File: src/verilog/move_exec_pkg.sv
// Constants, encodings and carrier types for the data-move execute slice.
package move_exec_pkg;

	// ----------------------------------------------------------------
	// Widths
	// ----------------------------------------------------------------
	localparam int INSTR_W = 14;
	localparam int DATA_W = 8;
	localparam int ADDR_W = 7;

	// ----------------------------------------------------------------
	// Field positions inside the instruction word
	// ----------------------------------------------------------------
	localparam int DEST_BIT = 7;
	localparam int ADDR_LSB = 0;
	localparam int LIT_LSB = 0;

	// ----------------------------------------------------------------
	// Opcode patterns: a word matches when (word & mask) == match
	// ----------------------------------------------------------------
	localparam logic [INSTR_W-1:0] COPY_MASK = 14'h3f00;
	localparam logic [INSTR_W-1:0] COPY_MATCH = 14'h0800;
	localparam logic [INSTR_W-1:0] STORE_MASK = 14'h3f80;
	localparam logic [INSTR_W-1:0] STORE_MATCH = 14'h0080;
	localparam logic [INSTR_W-1:0] LOAD_MASK = 14'h3c00;
	localparam logic [INSTR_W-1:0] LOAD_MATCH = 14'h3000;
	localparam logic [INSTR_W-1:0] IDLE_MASK = 14'h3f9f;
	localparam logic [INSTR_W-1:0] IDLE_MATCH = 14'h0000;

	// ----------------------------------------------------------------
	// Reset values
	// ----------------------------------------------------------------
	localparam logic [DATA_W-1:0] ACC_RESET = 8'h00;
	localparam logic ZERO_RESET = 1'b0;

	// ----------------------------------------------------------------
	// Types
	// ----------------------------------------------------------------
	typedef enum logic [0:0] {
		PH_RUN = 1'b0,
		PH_FILL = 1'b1
	} phase_e;

	typedef struct packed {
		logic valid;
		logic [INSTR_W-1:0] word;
		logic [DATA_W-1:0] rdata;
		logic stretch;
	} fetch_s;

	typedef struct packed {
		logic we;
		logic [ADDR_W-1:0] addr;
		logic [DATA_W-1:0] data;
	} file_wr_s;

	typedef struct packed {
		phase_e phase;
		logic ready;
		logic [DATA_W-1:0] acc;
		logic zero;
		logic zero_we;
		logic pc_adv;
		file_wr_s file_wr;
	} exec_s;

endpackage

File: src/verilog/move_exec.sv
// Execute slice for the data-move and idle instructions of the 14-bit core.
//
// Operation
// RL1 - PC change or true test takes two cycles.
// RL2 - Stretched second cycle behaves as idle instruction.
// RL3 - Copy with d clear loads accumulator from register.
// RL4 - Copy with d set rewrites register with itself.
// RL5 - Copy updates zero flag only from moved value.
// RL6 - Store writes accumulator to register, no flags.
// RL7 - Load immediate puts literal in accumulator, no flags.
// RL8 - Fetch side fills load immediate don't-cares with zero.
// RL9 - Copy decoded from 00 1000 dfff ffff.
// RL10 - Idle decoded from 00 0000 0xx0 0000, no state.
// RL11 - These four instructions are one word, one cycle.
`timescale 1ns/1ps

module move_exec
	import move_exec_pkg::*;
(
	input wire logic clk,
	input wire logic reset,
	input wire fetch_s fetch,
	output logic ready,
	output file_wr_s file_wr,
	output logic [DATA_W-1:0] acc,
	output logic zero,
	output logic zero_we,
	output logic pc_adv
);

	// ----------------------------------------------------------------
	// Decode
	// ----------------------------------------------------------------
	exec_s s_q;
	exec_s s_d;
	logic take;
	logic is_copy;
	logic is_store;
	logic is_load;
	logic is_idle;
	logic dest_self;
	logic [ADDR_W-1:0] f_addr;
	logic [DATA_W-1:0] literal;

	// An instruction is accepted only in a run cycle with ready shown.
	assign take = fetch.valid && s_q.ready && (s_q.phase == PH_RUN);

	assign is_copy = (fetch.word & COPY_MASK) == COPY_MATCH; // [RL9]
	assign is_store = (fetch.word & STORE_MASK) == STORE_MATCH;
	// The literal don't-care bits are masked, so a stray one there is harmless. [RL8]
	assign is_load = (fetch.word & LOAD_MASK) == LOAD_MATCH;
	assign is_idle = (fetch.word & IDLE_MASK) == IDLE_MATCH; // [RL10]

	assign dest_self = fetch.word[DEST_BIT]; // [RL9]
	assign f_addr = fetch.word[ADDR_LSB +: ADDR_W];
	assign literal = fetch.word[LIT_LSB +: DATA_W];

	// ----------------------------------------------------------------
	// Next state
	// ----------------------------------------------------------------
	always_comb begin
		s_d = s_q;
		s_d.file_wr.we = 1'b0;
		s_d.zero_we = 1'b0;
		s_d.pc_adv = 1'b0;
		case (s_q.phase)
			PH_RUN: begin
				s_d.ready = 1'b1;
				if (take) begin
					// Each of these completes in the cycle it is taken. [RL11]
					s_d.pc_adv = 1'b1;
					if (is_copy) begin
						s_d.zero = (fetch.rdata == '0); // [RL5]
						s_d.zero_we = 1'b1; // [RL5]
						if (dest_self) begin
							s_d.file_wr.we = 1'b1; // [RL4]
							s_d.file_wr.addr = f_addr; // [RL4]
							s_d.file_wr.data = fetch.rdata; // [RL4]
						end else begin
							s_d.acc = fetch.rdata; // [RL3]
						end
					end else if (is_store) begin
						s_d.file_wr.we = 1'b1; // [RL6]
						s_d.file_wr.addr = f_addr; // [RL6]
						s_d.file_wr.data = s_q.acc; // [RL6]
					end else if (is_load) begin
						s_d.acc = literal; // [RL7]
					end
					// Idle and foreign instructions touch nothing here. [RL10]
					if (fetch.stretch) begin
						// The extra cycle is held back from fetch. [RL1]
						s_d.phase = PH_FILL;
						s_d.ready = 1'b0;
					end
				end
			end
			PH_FILL: begin
				// Nothing is written and the program counter holds. [RL2]
				s_d.phase = PH_RUN;
				s_d.ready = 1'b1;
			end
			default: begin
				s_d.phase = PH_RUN;
				s_d.ready = 1'b0;
			end
		endcase
	end

	// ----------------------------------------------------------------
	// State register
	// ----------------------------------------------------------------
	always_ff @(posedge clk) begin
		if (reset) begin
			s_q.phase <= PH_RUN;
			s_q.ready <= 1'b0;
			s_q.acc <= ACC_RESET;
			s_q.zero <= ZERO_RESET;
			s_q.zero_we <= 1'b0;
			s_q.pc_adv <= 1'b0;
			s_q.file_wr <= '0;
		end else begin
			s_q <= s_d;
		end
	end

	assign ready = s_q.ready;
	assign file_wr = s_q.file_wr;
	assign acc = s_q.acc;
	assign zero = s_q.zero;
	assign zero_we = s_q.zero_we;
	assign pc_adv = s_q.pc_adv;

	// ----------------------------------------------------------------
	// Assertions
	// ----------------------------------------------------------------
	a_stretch_two_cycles: assert property ( // [RL1]
		@(posedge clk) disable iff (reset)
		(take && fetch.stretch) |=> !ready ##1 ready
	) else $error("stretched instruction did not hold ready low for one cycle");

	a_fill_is_idle: assert property ( // [RL2]
		@(posedge clk) disable iff (reset)
		(take && fetch.stretch) |=> ##1 (!file_wr.we && !zero_we && !pc_adv && $stable(acc))
	) else $error("second cycle of a stretched instruction changed state");

	a_copy_to_acc: assert property ( // [RL3]
		@(posedge clk) disable iff (reset)
		(take && is_copy && !dest_self) |=> (acc == $past(fetch.rdata)) && !file_wr.we
	) else $error("copy to accumulator moved the wrong value");

	a_copy_to_self: assert property ( // [RL4]
		@(posedge clk) disable iff (reset)
		(take && is_copy && dest_self) |=> file_wr.we && (file_wr.addr == $past(f_addr))
			&& (file_wr.data == $past(fetch.rdata)) && $stable(acc)
	) else $error("copy to self did not rewrite the register");

	a_copy_zero_flag: assert property ( // [RL5]
		@(posedge clk) disable iff (reset)
		(take && is_copy) |=> zero_we && (zero == ($past(fetch.rdata) == 8'h00))
	) else $error("copy did not set the zero flag from the moved value");

	a_store_write: assert property ( // [RL6]
		@(posedge clk) disable iff (reset)
		(take && is_store) |=> file_wr.we && (file_wr.data == $past(acc))
			&& (file_wr.addr == $past(f_addr)) && !zero_we
	) else $error("store did not write the accumulator cleanly");

	a_load_literal: assert property ( // [RL7]
		@(posedge clk) disable iff (reset)
		(take && is_load) |=> (acc == $past(literal)) && !zero_we && !file_wr.we
	) else $error("load immediate did not place the literal");

	a_idle_quiet: assert property ( // [RL10]
		@(posedge clk) disable iff (reset)
		(take && is_idle) |=> pc_adv && !file_wr.we && !zero_we && $stable(acc) && $stable(zero)
	) else $error("idle instruction changed state");

	a_single_cycle: assert property ( // [RL11]
		@(posedge clk) disable iff (reset)
		(take && !fetch.stretch) |=> ready && pc_adv
	) else $error("unstretched instruction did not finish in one cycle");

	a_refuse_when_busy: assert property ( // [RL1]
		@(posedge clk) disable iff (reset)
		(fetch.valid && !ready) |=> !pc_adv && !file_wr.we && !zero_we
	) else $error("word accepted while ready was low");

	a_fill_keeps_flags: assert property ( // [RL2]
		@(posedge clk) disable iff (reset)
		(s_q.phase == PH_FILL) |=> $stable(acc) && $stable(zero)
	) else $error("stretch cycle changed the accumulator or the zero flag");

	// Every strobe must trace back to a word taken one edge earlier.
	a_pc_needs_take: assert property ( // [RL11]
		@(posedge clk) disable iff (reset)
		pc_adv |-> $past(take)
	) else $error("program counter advanced without a taken word");

	a_zero_only_copy: assert property ( // [RL5]
		@(posedge clk) disable iff (reset)
		zero_we |-> $past(take) && $past(is_copy)
	) else $error("zero flag strobed by an instruction other than copy");

	a_write_source: assert property ( // [RL4] [RL6]
		@(posedge clk) disable iff (reset)
		file_wr.we |-> $past(take) && ($past(is_store) || ($past(is_copy) && $past(dest_self)))
	) else $error("file register written by an instruction that does not write");

	a_store_keeps_flags: assert property ( // [RL6]
		@(posedge clk) disable iff (reset)
		(take && is_store) |=> $stable(acc) && $stable(zero)
	) else $error("store changed the accumulator or the zero flag");

	a_load_keeps_zero: assert property ( // [RL7]
		@(posedge clk) disable iff (reset)
		(take && is_load) |=> $stable(zero)
	) else $error("load immediate changed the zero flag");

	a_quiet_without_take: assert property ( // [RL10]
		@(posedge clk) disable iff (reset)
		!take |=> !pc_adv && !file_wr.we && !zero_we && $stable(acc) && $stable(zero)
	) else $error("state changed in a cycle with no taken word");

endmodule

File: config.mk
export PLATFORM = sky130hd
export DESIGN_NAME = move_exec
export DESIGN_NICKNAME = d
export VERILOG_FILES = /design/src/verilog/move_exec_pkg.sv /design/src/verilog/move_exec.sv
export SDC_FILE = /design/constraint.sdc
export NUM_CORES = 1
export LEC_CHECK = 0
export ABC_AREA = 1
export BUFFER_PORTS_ARGS = -buffer_cell sky130_fd_sc_hd__buf_2
export CORE_ASPECT_RATIO = 1.5
export CORE_MARGIN = 5
export CORE_UTILIZATION = 30
export CTS_CLUSTER_DIAMETER = 30
export DETAILED_ROUTE_END_ITERATION = 7
export PLACE_DENSITY = 0.48
export SLEW_MARGIN = 10
export SYNTH_ARGS = -nofsm -noshare
export SYNTH_HDL_FRONTEND = slang
export SYNTH_SLANG_ARGS = --single-unit
File: constraint.sdc
create_clock -name clk -period 1.88 [get_ports clk]
set_input_delay 0.376 -clock clk [delete_from_list [all_inputs] [get_ports clk]]
set_output_delay 0.376 -clock clk [all_outputs]
set_load 0.1 [all_outputs]
# Word level (Yosys, flattened, before mapping)

Cells that the tools add are included.

Register bits after elaboration: 29
Input bits: 26
Word-level logic and storage cells: 38

Eq/ne operators: 6
Multiplexer cells: 11
Bitwise gates (word level): 2
Reduce and logical (&&, ||, !) cells: 10

Operator list:

| kind                                                                   | number |
|---|---|
| 16-bit two-way mux                                                     | 3 |
| 8-bit two-way mux                                                      | 4 |
| 29-bit two-way mux                                                     | 1 |
| 8-bit logical NOT                                                      | 1 |
| 7-bit by 1-bit equality test with 1-bit output (second input constant) | 1 |
| 6-bit by 4-bit equality test with 1-bit output (second input constant) | 1 |
| 2-bit != test (second input constant)                                  | 3 |
| 5-bit AND reduction                                                    | 1 |
| 4-bit equality test (second input constant)                            | 1 |
| 2-bit two-way mux                                                      | 2 |
| 2-bit one-hot mux with 2 select lines                                  | 1 |
| 4-bit AND reduction                                                    | 1 |
| 2-bit nonzero test                                                     | 2 |
| 3-bit AND reduction                                                    | 1 |
| 3-bit OR reduction                                                     | 1 |
| 1-bit logical AND                                                      | 2 |
| 1-bit NOT                                                              | 2 |
| 2-bit OR reduction                                                     | 1 |

# Logic depth before layout (Yosys ltp)

Gate-level depths: netlist of the first run.

Word-level depth: 6
Depth in mapped cells: 9
Mapped depth without buffers: 8

# Least setup slack after synthesis of the first run

OpenSTA, ideal clock, no wires.

Path type: reg-to-reg
Start point: register, netlist name ready
End point: register, netlist name file_wr[6]
Library setup time: 0.116 ns
Arrival time: 1.877 ns
Slack: -0.112 ns
Cell stages (with the launch flop): 9
Buffers on the path: 1
Clock period less this slack: 1.992 ns
Cell sequence: dfxtp_1 -> nand2_1 -> nor2_2 -> inv_2 -> nor2_4 -> inv_2 -> buf_4 -> nor2_1 -> nor2_1

Longest elaborated chain between the ends: 3

RTL lines:

| what                           | RTL line        | RTL |
|---|---|---|
| 1-bit logical AND (2 in a row) | move_exec.sv:46 | `assign take = fetch.valid && s_q.ready && (s_q.phase == PH_RUN);` |
| 4-bit AND reduction (no line)  | -               |  |

Every way passes these cells.
A chain may end at the register's enable or synchronous reset.

# Final worst setup path of the first run

Start point: register, netlist name acc[7]
End point: output port acc[7]

RTL lines:

| what      | RTL line        | RTL |
|---|---|---|
| to (decl) | move_exec.sv:25 | `output logic [DATA_W-1:0] acc,` |

No word-level cell between the ends.

==> metrics.yaml, run 1 <==
floorplanning:
  die_width_um: 69.5
  dieArea_um2: 6900
  core_area_um2: 5160
  io_pins: 54
  row_count: 32
  die_height_um: 99.3
  start_util_pct: 30.9
place:
  gp_congestion: 0.818
  placed_area_um2: 1740
  io_buffer_count: 53
  hpwlAfterDp_um: 3130
timing:
  max_freq_ghz: 0.674
  relSlewSlack_pct: 67.3
  period_minus_slack_ps: 1480
  setup_violations: 0
  finalClockSkew_ps: 3.50
  rsz0062_at_grt: "no"
  worst_pin_slew_ps: 494
  min_period_over_period_pct: 78.9
  slew_violations: 0
  finalHoldViolCount: 0
  tns_ps: 0
cts:
  cts.sinks: 29
  clkLatencyLatePin_ps: 280
  ctsLongestPathBuffers: 2
  post_cts_buffers: 0
  cts_tree: "done"
  cts-resized-gates: 0
  numCtsBuffers: 5
  cts_root_buf: "clkbuf_8"
  htree_levels: 2
  ctsHoldBuffers: 0
  path_clk_slew_ps: 70
synthesis:
  yosysTopAreaCell: "dfxtp_1"
  seq_area_frac_synth_pct: 36.4
  netlist_area_um2: 1590
  synth_cells: 228
  synth_area_leaders: "dfxtp_1 (36%), buf_4 (13%), nor2_1 (12%)"
  ys.warnings.count: 0
  avgSynthCellArea_um2: 6.99
  synth-seq-cells: 29
  synth.distinct_cells: 21
  yosysTopAreaCellShare_pct: 36.4
  synth_fp_nets: 254
power_and_ir_drop:
  power_density_nw_per_um2: 740
  p_sw_share_pct: 26.6
  power.total_mw: 1.36
  p_clk_share_pct: 42.0
  p_int_mw: 0.999
  p_seq_share_pct: 46.0
  pwr-share-comb_pct: 12.0
  p_sw_mw: 0.363
  vdd.ir_drop.worst_v: 0.000245
  power_leakage_nw: 0.979
routing:
  vias_per_cell: 4.31
  routed_wl_um: 4000
  drc: 0
  drtIter0Drc: 58
  ant_nets: 0
  via_count: 1413
  firstDrtPassIters: 4
  wire_per_inst_um: 12.2
min_path:
  holdPathEnd: "pc_adv"
  hold_start: "reset"
  hold_depth: 2
  min_path_type: "in -> reg"
grt:
  antenna_found_initial: 0
  first_global_vias: 1395
  grt_max_degree: 24
  globalRouteTotalUtil_pct: 11.8
  grt.overflow.total: 0
  grt_pass1_wl_um: 6520
critical_path:
  cp_num_buf_inv: 1
  critPathRequiredTime_ps: 1500
  crit_family: "buffers and inverters"
  cp-startpoint: "acc[7]"
  crit_chain: "buf_2"
  arrival_ps: 1110
  r2r_end: "file_wr[3]"
  cp-start-kind: "flip-flop"
  ff2ff_path_depth: 7
  worst_path_largest_cell_delay_ps: 450
  path_max_fanout: 3
  slowest_stage: "buf_2"
  r2r_setup_slack_ps: 650
  worst-setup-path-type: "reg -> out"
  crit_path_end_kind: "output pin"
  reg2reg_from: "ready"
layout:
  fin_nets: 285
  area_growth_pct: 15.4
  multi_input_area_um2: 689
  fin_util_pct: 35.6
  fillCellCount: 582
  antenna_cells: 0
  design_area_um2: 1840
  ff_latch_area_um2: 582
  drive_gt1_share_pct: 31.2
outcome:
  outcome: "completed"
flow_run:
  drv_cap: 0
==> placed cells by master (no fill, tap or decap), types with 3 or more instances in the layout <==
master | netlist | layout
inv_2 | 3 | 3
buf_2 | 4 | 53
inv_1 | 20 | 20
nand2_2 | 3 | 3
nand3_1 | 9 | 9
buf_4 | 27 | 4
nor2_1 | 52 | 52
nor2_2 | 3 | 3
dfxtp_1 | 29 | 28
o21ai_0 | 9 | 9
o21ai_1 | 24 | 24
nand2_1 | 32 | 32
clkbuf_8 | 0 | 7
==> power by group through the flow <==
| stage | Sequential [mW] | Clock, mW | Combinational, mW |
|---|---|---|---|
| 2_1_floorplan | 0.656 | 0 | 0.0946 |
| 3_3_place_gp | 0.640 | 0 | 0.165 |
| 3_5_place_dp | 0.640 | 0 | 0.165 |
| 4_1_cts | 0.626 | 0.584 | 0.166 |
| 5_1_grt | 0.626 | 0.607 | 0.178 |
| 6_report | 0.626 | 0.572 | 0.163 |
==> final cells by class <==
cell class	count	area share (%)
multi-input combinational	143	37.5
sequential	29	31.6
timing repair buffer	57	16.1
clock buffer	7	5.24
inverter	23	4.69
tap	68	4.63
clock inverter	1	0.272
==> state kept, by name, indices dropped and copies added, names as in the netlist <==
register  count
acc           8
ready         1
zero_we       1
file_wr      16
zero          1
s_q           1
pc_adv        1
==> worst max-delay path by stage <==
| stage | endpoint | slack [ps] | cells past startpoint |
|---|---|---|---|
| 3_3_place_gp | file_wr[7] | 310 | 7 |
| 5_1_grt | acc[5] | 350 | 1 |
| 3_5_place_dp | file_wr[7] | 280 | 7 |
| 4_1_cts | acc[3] | 380 | 1 |
| 6_report | acc[7] | 400 | 1 |
| 2_1_floorplan | file_wr[6] | 220 | 8 |
==> stage by stage <==
stage	cells	setup slack, ps	hold WS [ps]
final	328	396	318
after global routing	328	354	322
after CTS	328	382	319
after detailed placement	320	279	485
after global placement	320	312	475
after floorplan	228	215	448
==> cell families (layout without fill, tap and decap cells) <==
| logic type | count (synthesis) | after routing | synth area share [%] |
|---|---|---|---|
| AOI/OAI and AO/OA | 33 | 33 | 10.4 |
| buffers and inverters | 56 | 88 | 20.3 |
| DFF | 29 | 29 | 36.4 |
| and+or+nand+nor | 110 | 110 | 32.9 |
==> layer usage <==
layer | global-route usage, % | wire (µm) | vias to the layer above
li1 | - | - | 750
met1 | 13.0 | 1710 | 623
met2 | 20.6 | 2030 | 32
met3 | 2.63 | 188 | 8
met4 | 7.37 | 70 | 0
met5 | 0 | 0 | -
==> cells in the mapped netlist <==
cell       n
nor2_1    52
nand2_1   32
dfxtp_1   29
buf_4     27
o21ai_1   24
inv_1     20
nand3_1    9
o21ai_0    9
buf_2      4
inv_2      3
nand2_2    3
nor2_2     3
nand3_4    2
nand4_1    2
nor2_4     2
nor3_1     2
and2_0     1
buf_6      1
clkbuf_1   1
nand4_4    1
nor3b_4    1
Note: power is estimated with default switching activity, not from simulation.
==> run 2, diff against run 1 <==
--- a/config.mk
+++ b/config.mk
@@ -12,7 +12,7 @@
 export CORE_UTILIZATION = 30
 export CTS_CLUSTER_DIAMETER = 30
 export DETAILED_ROUTE_END_ITERATION = 7
-export PLACE_DENSITY = 0.48
+export PLACE_DENSITY = 0.5
 export SLEW_MARGIN = 10
 export SYNTH_ARGS = -nofsm -noshare
 export SYNTH_HDL_FRONTEND = slang
==> constraint.sdc (replaced) <==
create_clock -name clk -period 1.25 [get_ports clk]
set_input_delay 0.25 -clock clk [delete_from_list [all_inputs] [get_ports clk]]
set_output_delay 0.25 -clock clk [all_outputs]
set_load 0.1 [all_outputs]
==> run 2 against run 1 <==
Net effect: final area increased by 26%; hold slack got worse by 130 ps; combinational power increased by 77%; clock skew decreased by 0.58 ps; die area unchanged; critical path type is now reg -> reg; largest cell class is now buffers.
==> metrics.yaml, run 2 (synthesis results as in run 1) <==
outcome:
  outcome: "completed"
timing:
  slew_violations: 0
  worst_slack_ps: 94.7
  finalClockSkew_ps: 2.92
  period_minus_slack_ps: 1160
  hold_ws_ps: 189
  setup_violations: 0
  relSlewSlack_pct: 82.9
  min_period_over_period_pct: 92.4
  rsz0062_at_grt: "yes"
  worst_pin_slew_ps: 257
  max_freq_ghz: 0.866
  finalHoldViolCount: 0
floorplanning:
  start_util_pct: 30.9
  row_count: 32
  dieArea_um2: 6900
  core_area_um2: 5160
  io_pins: 54
  die_width_um: 69.5
  die_height_um: 99.3
grt:
  grt.overflow.total: 0
  grt_pass1_wl_um: 6490
  antenna_found_initial: 0
  globalRouteTotalUtil_pct: 11.8
  first_global_vias: 1418
  grt_max_degree: 25
layout:
  top_regs: "file_wr: 16 flops, acc: 8 flops"
  fillCellCount: 516
  layout_common_cells: "nor2_1 (52), nand2_1 (31), buf_12 (30)"
  layout_commonest_cell: "nor2_1"
  fin_nets: 290
  antenna_cells: 0
  area_growth_pct: 45.4
  largest_reg_flops: 16
  regMostFlops: "file_wr"
  drive_gt1_share_pct: 32.5
cts:
  ctsLongestPathBuffers: 2
  htree_levels: 2
  cts_root_buf: "clkbuf_8"
  cts.sinks: 29
  cts_tree: "done"
  post_cts_buffers: 0
  clkLatencyLatePin_ps: 280
  path_clk_slew_ps: 60
  numCtsBuffers: 5
critical_path:
  worst-setup-path-type: "reg -> reg"
  reg2reg_from: "ready"
  crit_chain: "nand2_2 > nor2_4 > buf_4 > nand3_4 > nor2_1 > nor2_1"
  crit_path_end_kind: "flip-flop"
  cp-startpoint: "ready"
  r2r_end: "acc[6]"
  path_common_cell: "nor2_1"
  ff2ff_path_depth: 6
  r2r_setup_slack_ps: 90
  worst_path_largest_cell_delay_ps: 360
  crit_end: "acc[6]"
  critPathRequiredTime_ps: 1420
  path_max_fanout: 16
  arrival_ps: 1330
  cp-start-kind: "flip-flop"
  slowest_stage: "dfxtp_4"
power_and_ir_drop:
  power_leakage_nw: 1.08
  power_density_nw_per_um2: 850
  vdd.ir_drop.worst_v: 0.000467
flow_run:
  drv_cap: 0
place:
  io_buffer_count: 53
  hpwlAfterDp_um: 3100
  preCtsSetupSlack_ps: -130
  gp_congestion: 0.851
routing:
  firstDrtPassIters: 5
  routed_wl_um: 3880
  drc: 0
  drtIter0Drc: 80
  ant_nets: 0
  vias_per_cell: 4.28
  via_count: 1425
  wire_per_inst_um: 11.6
min_path:
  min_path_type: "in -> reg"
[run 2: cell count changes in the layout (fill, tap and decap cells not counted), moves of 2 or more]
cell      delta
buf_12      +30
clkbuf_8     -2
buf_2       -28
buf_4        +2
[run 2: worst min path at each step]
stage / start / cells past startpoint / to
after global routing: reset / 2 / file_wr[15]
after floorplan: reset / 1 / file_wr[15]
after CTS: reset / 2 / zero_we
final: reset / 2 / zero_we
after detailed placement: reset / 2 / file_wr[15]
after global placement: reset / 2 / pc_adv
[run 2: layer usage]
| layer | wire [µm] | vias up | track usage, % |
|---|---|---|---|
| met5 | 0 | - | 0 |
| met4 | 96 | 0 | 6.77 |
| met3 | 212 | 7 | 3.84 |
| met2 | 2050 | 37 | 20.1 |
| met1 | 1520 | 622 | 12.8 |
| li1 | - | 759 | - |
[run 2: layout make-up]
type                    instances  area [µm²]  area share, %
clock inverters                 2        10.0          0.432
well taps                      68        85.1           3.67
flip-flops and latches         29         584           25.2
clock buffers                   6        72.6           3.13
repair buffers                 62         782           33.7
multi-input cells             143         697           30.1
inverters                      23        86.3           3.73
[run 2: stage by stage]
stage / area (µm²) / std cells / total power [mW] / utilization, % / TNS [ps]
2_1_floorplan: 1610 / 228 / 1.13 / - / -1770
3_3_place_gp: 2230 / 325 / 1.26 / 43.2 / -1030
3_5_place_dp: 2230 / 325 / 1.26 / 43.2 / -1520
4_1_cts: 2310 / 333 / 2.00 / 44.8 / 0
5_1_grt: 2320 / 333 / 2.06 / 44.9 / -3.81
6_report: 2320 / 333 / 1.97 / 44.9 / 0
[run 2: where the power goes]
group,total [mW],switching [mW],internal [mW]
logic,0.289,0.177,0.111
clock network,0.735,0.351,0.385
registers,0.946,0.0121,0.934
[run 2: worst max-delay path, delay by kind of cell (launching register included)]
| family | cells | cell delay (ps) |
|---|---|---|
| buf+inv | 1 | 120 |
| flops | 1 | 360 |
| simple gates | 5 | 570 |
[run 2: repair_timing]
| action | in CTS | in global routing |
|---|---|---|
| hold buffers | 0 | 0 |
| gates resized for setup | 0 | 1 |
| setup endpoints to repair | 0 | 9 |
==> run 3, diff against run 2 <==
--- a/config.mk
+++ b/config.mk
@@ -12,8 +12,7 @@
 export CORE_UTILIZATION = 30
 export CTS_CLUSTER_DIAMETER = 30
 export DETAILED_ROUTE_END_ITERATION = 7
-export PLACE_DENSITY = 0.5
-export SLEW_MARGIN = 10
+export PLACE_DENSITY = 0.48
 export SYNTH_ARGS = -nofsm -noshare
 export SYNTH_HDL_FRONTEND = slang
 export SYNTH_SLANG_ARGS = --single-unit
==> constraint.sdc (replaced) <==
create_clock -name clk -period 1.2 [get_ports clk]
set_input_delay 0.06 -clock clk [delete_from_list [all_inputs] [get_ports clk]]
set_output_delay 0.06 -clock clk [all_outputs]
set_load 0.1 [all_outputs]
==> run 3 against run 2 <==
Net effect: critical path depth fell by 5; first-iteration DRC count is 5.0% higher; combinational power down 3%; core utilization is 7.0 points lower; sequential share of layout area up 4.7 points; die area stayed put; critical path type is now reg -> out.
==> metrics.yaml, run 3 (synthesis results as in run 1) <==
power_and_ir_drop:
  vdd.ir_drop.worst_v: 0.000351
  power_density_nw_per_um2: 1040
  p_int_mw: 1.46
  p_seq_share_pct: 48.5
  p_sw_share_pct: 27.7
  power_leakage_nw: 1.01
  p_clk_share_pct: 37.7
  p_sw_mw: 0.561
  pwr-share-comb_pct: 13.8
timing:
  setup_violations: 0
  relSlewSlack_pct: 67.4
  finalClockSkew_ps: 4.45
  finalHoldViolCount: 0
  max_freq_ghz: 0.875
  period_minus_slack_ps: 1140
  slew_violations: 0
  min_period_over_period_pct: 95.2
  rsz0062_at_grt: "yes"
  worst_pin_slew_ps: 492
  tns_ps: 0
  hold_ws_ps: 15.8
floorplanning:
  core_area_um2: 5160
  dieArea_um2: 6900
  die_width_um: 69.5
  die_height_um: 99.3
  io_pins: 54
  row_count: 32
  start_util_pct: 30.9
routing:
  wire_per_inst_um: 12.1
  firstDrtPassIters: 4
  routed_wl_um: 4030
  drtIter0Drc: 84
  drt-met1-wl_um: 1680
  drc: 0
  met2WireLength_um: 2020
  vias_per_cell: 4.27
  via_count: 1422
  ant_nets: 0
  met3_length_um: 200
  top_layer_used: "met4"
grt:
  grt_pass1_wl_um: 6280
  grt.overflow.total: 0
  first_global_vias: 1333
  antenna_found_initial: 0
  globalRouteTotalUtil_pct: 11.6
  grt_max_degree: 26
critical_path:
  cp-start-kind: "flip-flop"
  arrival_ps: 1080
  path_max_fanout: 3
  slowest_stage: "buf_2"
  worst_path_largest_cell_delay_ps: 440
  crit_path_end_kind: "output pin"
  cp_num_buf_inv: 1
  worst-setup-path-type: "reg -> out"
  crit_chain: "buf_2"
  critPathRequiredTime_ps: 1140
  crit_family: "buffers and inverters"
layout:
  fin_nets: 290
  antenna_cells: 0
  area_growth_pct: 22.5
  regMostFlops: "file_wr"
  largest_reg_flops: 16
  layout_commonest_cell: "nor2_1"
  fillCellCount: 586
  multi_input_area_um2: 717
  layout.cells.non_filler: 333
  ff_latch_area_um2: 584
  fin_util_pct: 37.8
  drive_gt1_share_pct: 32.8
  top_regs: "file_wr: 16 flops, acc: 8 flops"
  layout_common_cells: "nor2_1 (51), buf_2 (50), nand2_1 (31)"
  design_area_um2: 1950
place:
  dp_cells: 324
  gp_congestion: 0.807
  hpwlAfterDp_um: 3030
  io_buffer_count: 53
  placed_area_um2: 1850
min_path:
  min_path_type: "in -> reg"
cts:
  cts_tree: "done"
  htree_levels: 2
  clkLatencyLatePin_ps: 280
  cts_root_buf: "clkbuf_8"
  ctsLongestPathBuffers: 2
  numCtsBuffers: 5
  cts.sinks: 29
  path_clk_slew_ps: 60
  ctsHoldBuffers: 0
outcome:
  outcome: "completed"
flow_run:
  drv_cap: 0
-- run 3: cell types whose count changed in the layout (fill, tap and decap cells not counted), sizes merged --
cell / change
buf: -1
nand3: +1
-- run 3: per-layer routing --
metal	global-route usage (%)	vias up
li1	-	767
met1	13.1	609
met4	6.47	0
met5	0	-
met3	3.64	10
met2	19.3	36
-- run 3: timing repair --
| action | 4_1_cts | 5_1_grt |
|---|---|---|
| gates resized for setup | 0 | 4 |
| setup buffers | 0 | 0 |
| endpoints found under the setup margin | 0 | 14 |
-- run 3: final timing paths --
check / start / end / slack (ps) / cells after the start
max: acc[3] / acc[3] / 60 / 1
min: reset / s_q[28] / 20 / 2
max reg2reg: ready / file_wr[6] / 70 / 7
min reg2reg: file_wr[13] / file_wr[13] / 490 / 2
-- run 3: final cells by class --
type	instances	area share, %
repair buffers	61	20.2
clock buffers	6	3.72
inverters	23	4.55
multi-input cells	144	36.7
well taps	68	4.36
flip-flops and latches	29	29.9
clock inverters	2	0.512
-- run 3: metrics by stage --
step	setup WS (ps)	total power, mW
final	57.2	2.02
after global routing	-55.8	2.13
after CTS	36.7	2.05
after detailed placement	3.05	1.28
after global placement	23.0	1.28
after floorplan	-211	1.18
-- run 3: power by group through the flow --
stage / combinational [mW] / clock, mW / sequential, mW
3_5_place_dp: 0.273 / 0 / 1.00
2_1_floorplan: 0.151 / 0 / 1.03
5_1_grt: 0.302 / 0.844 / 0.981
6_report: 0.279 / 0.763 / 0.980
4_1_cts: 0.275 / 0.797 / 0.980
3_3_place_gp: 0.274 / 0 / 1.00
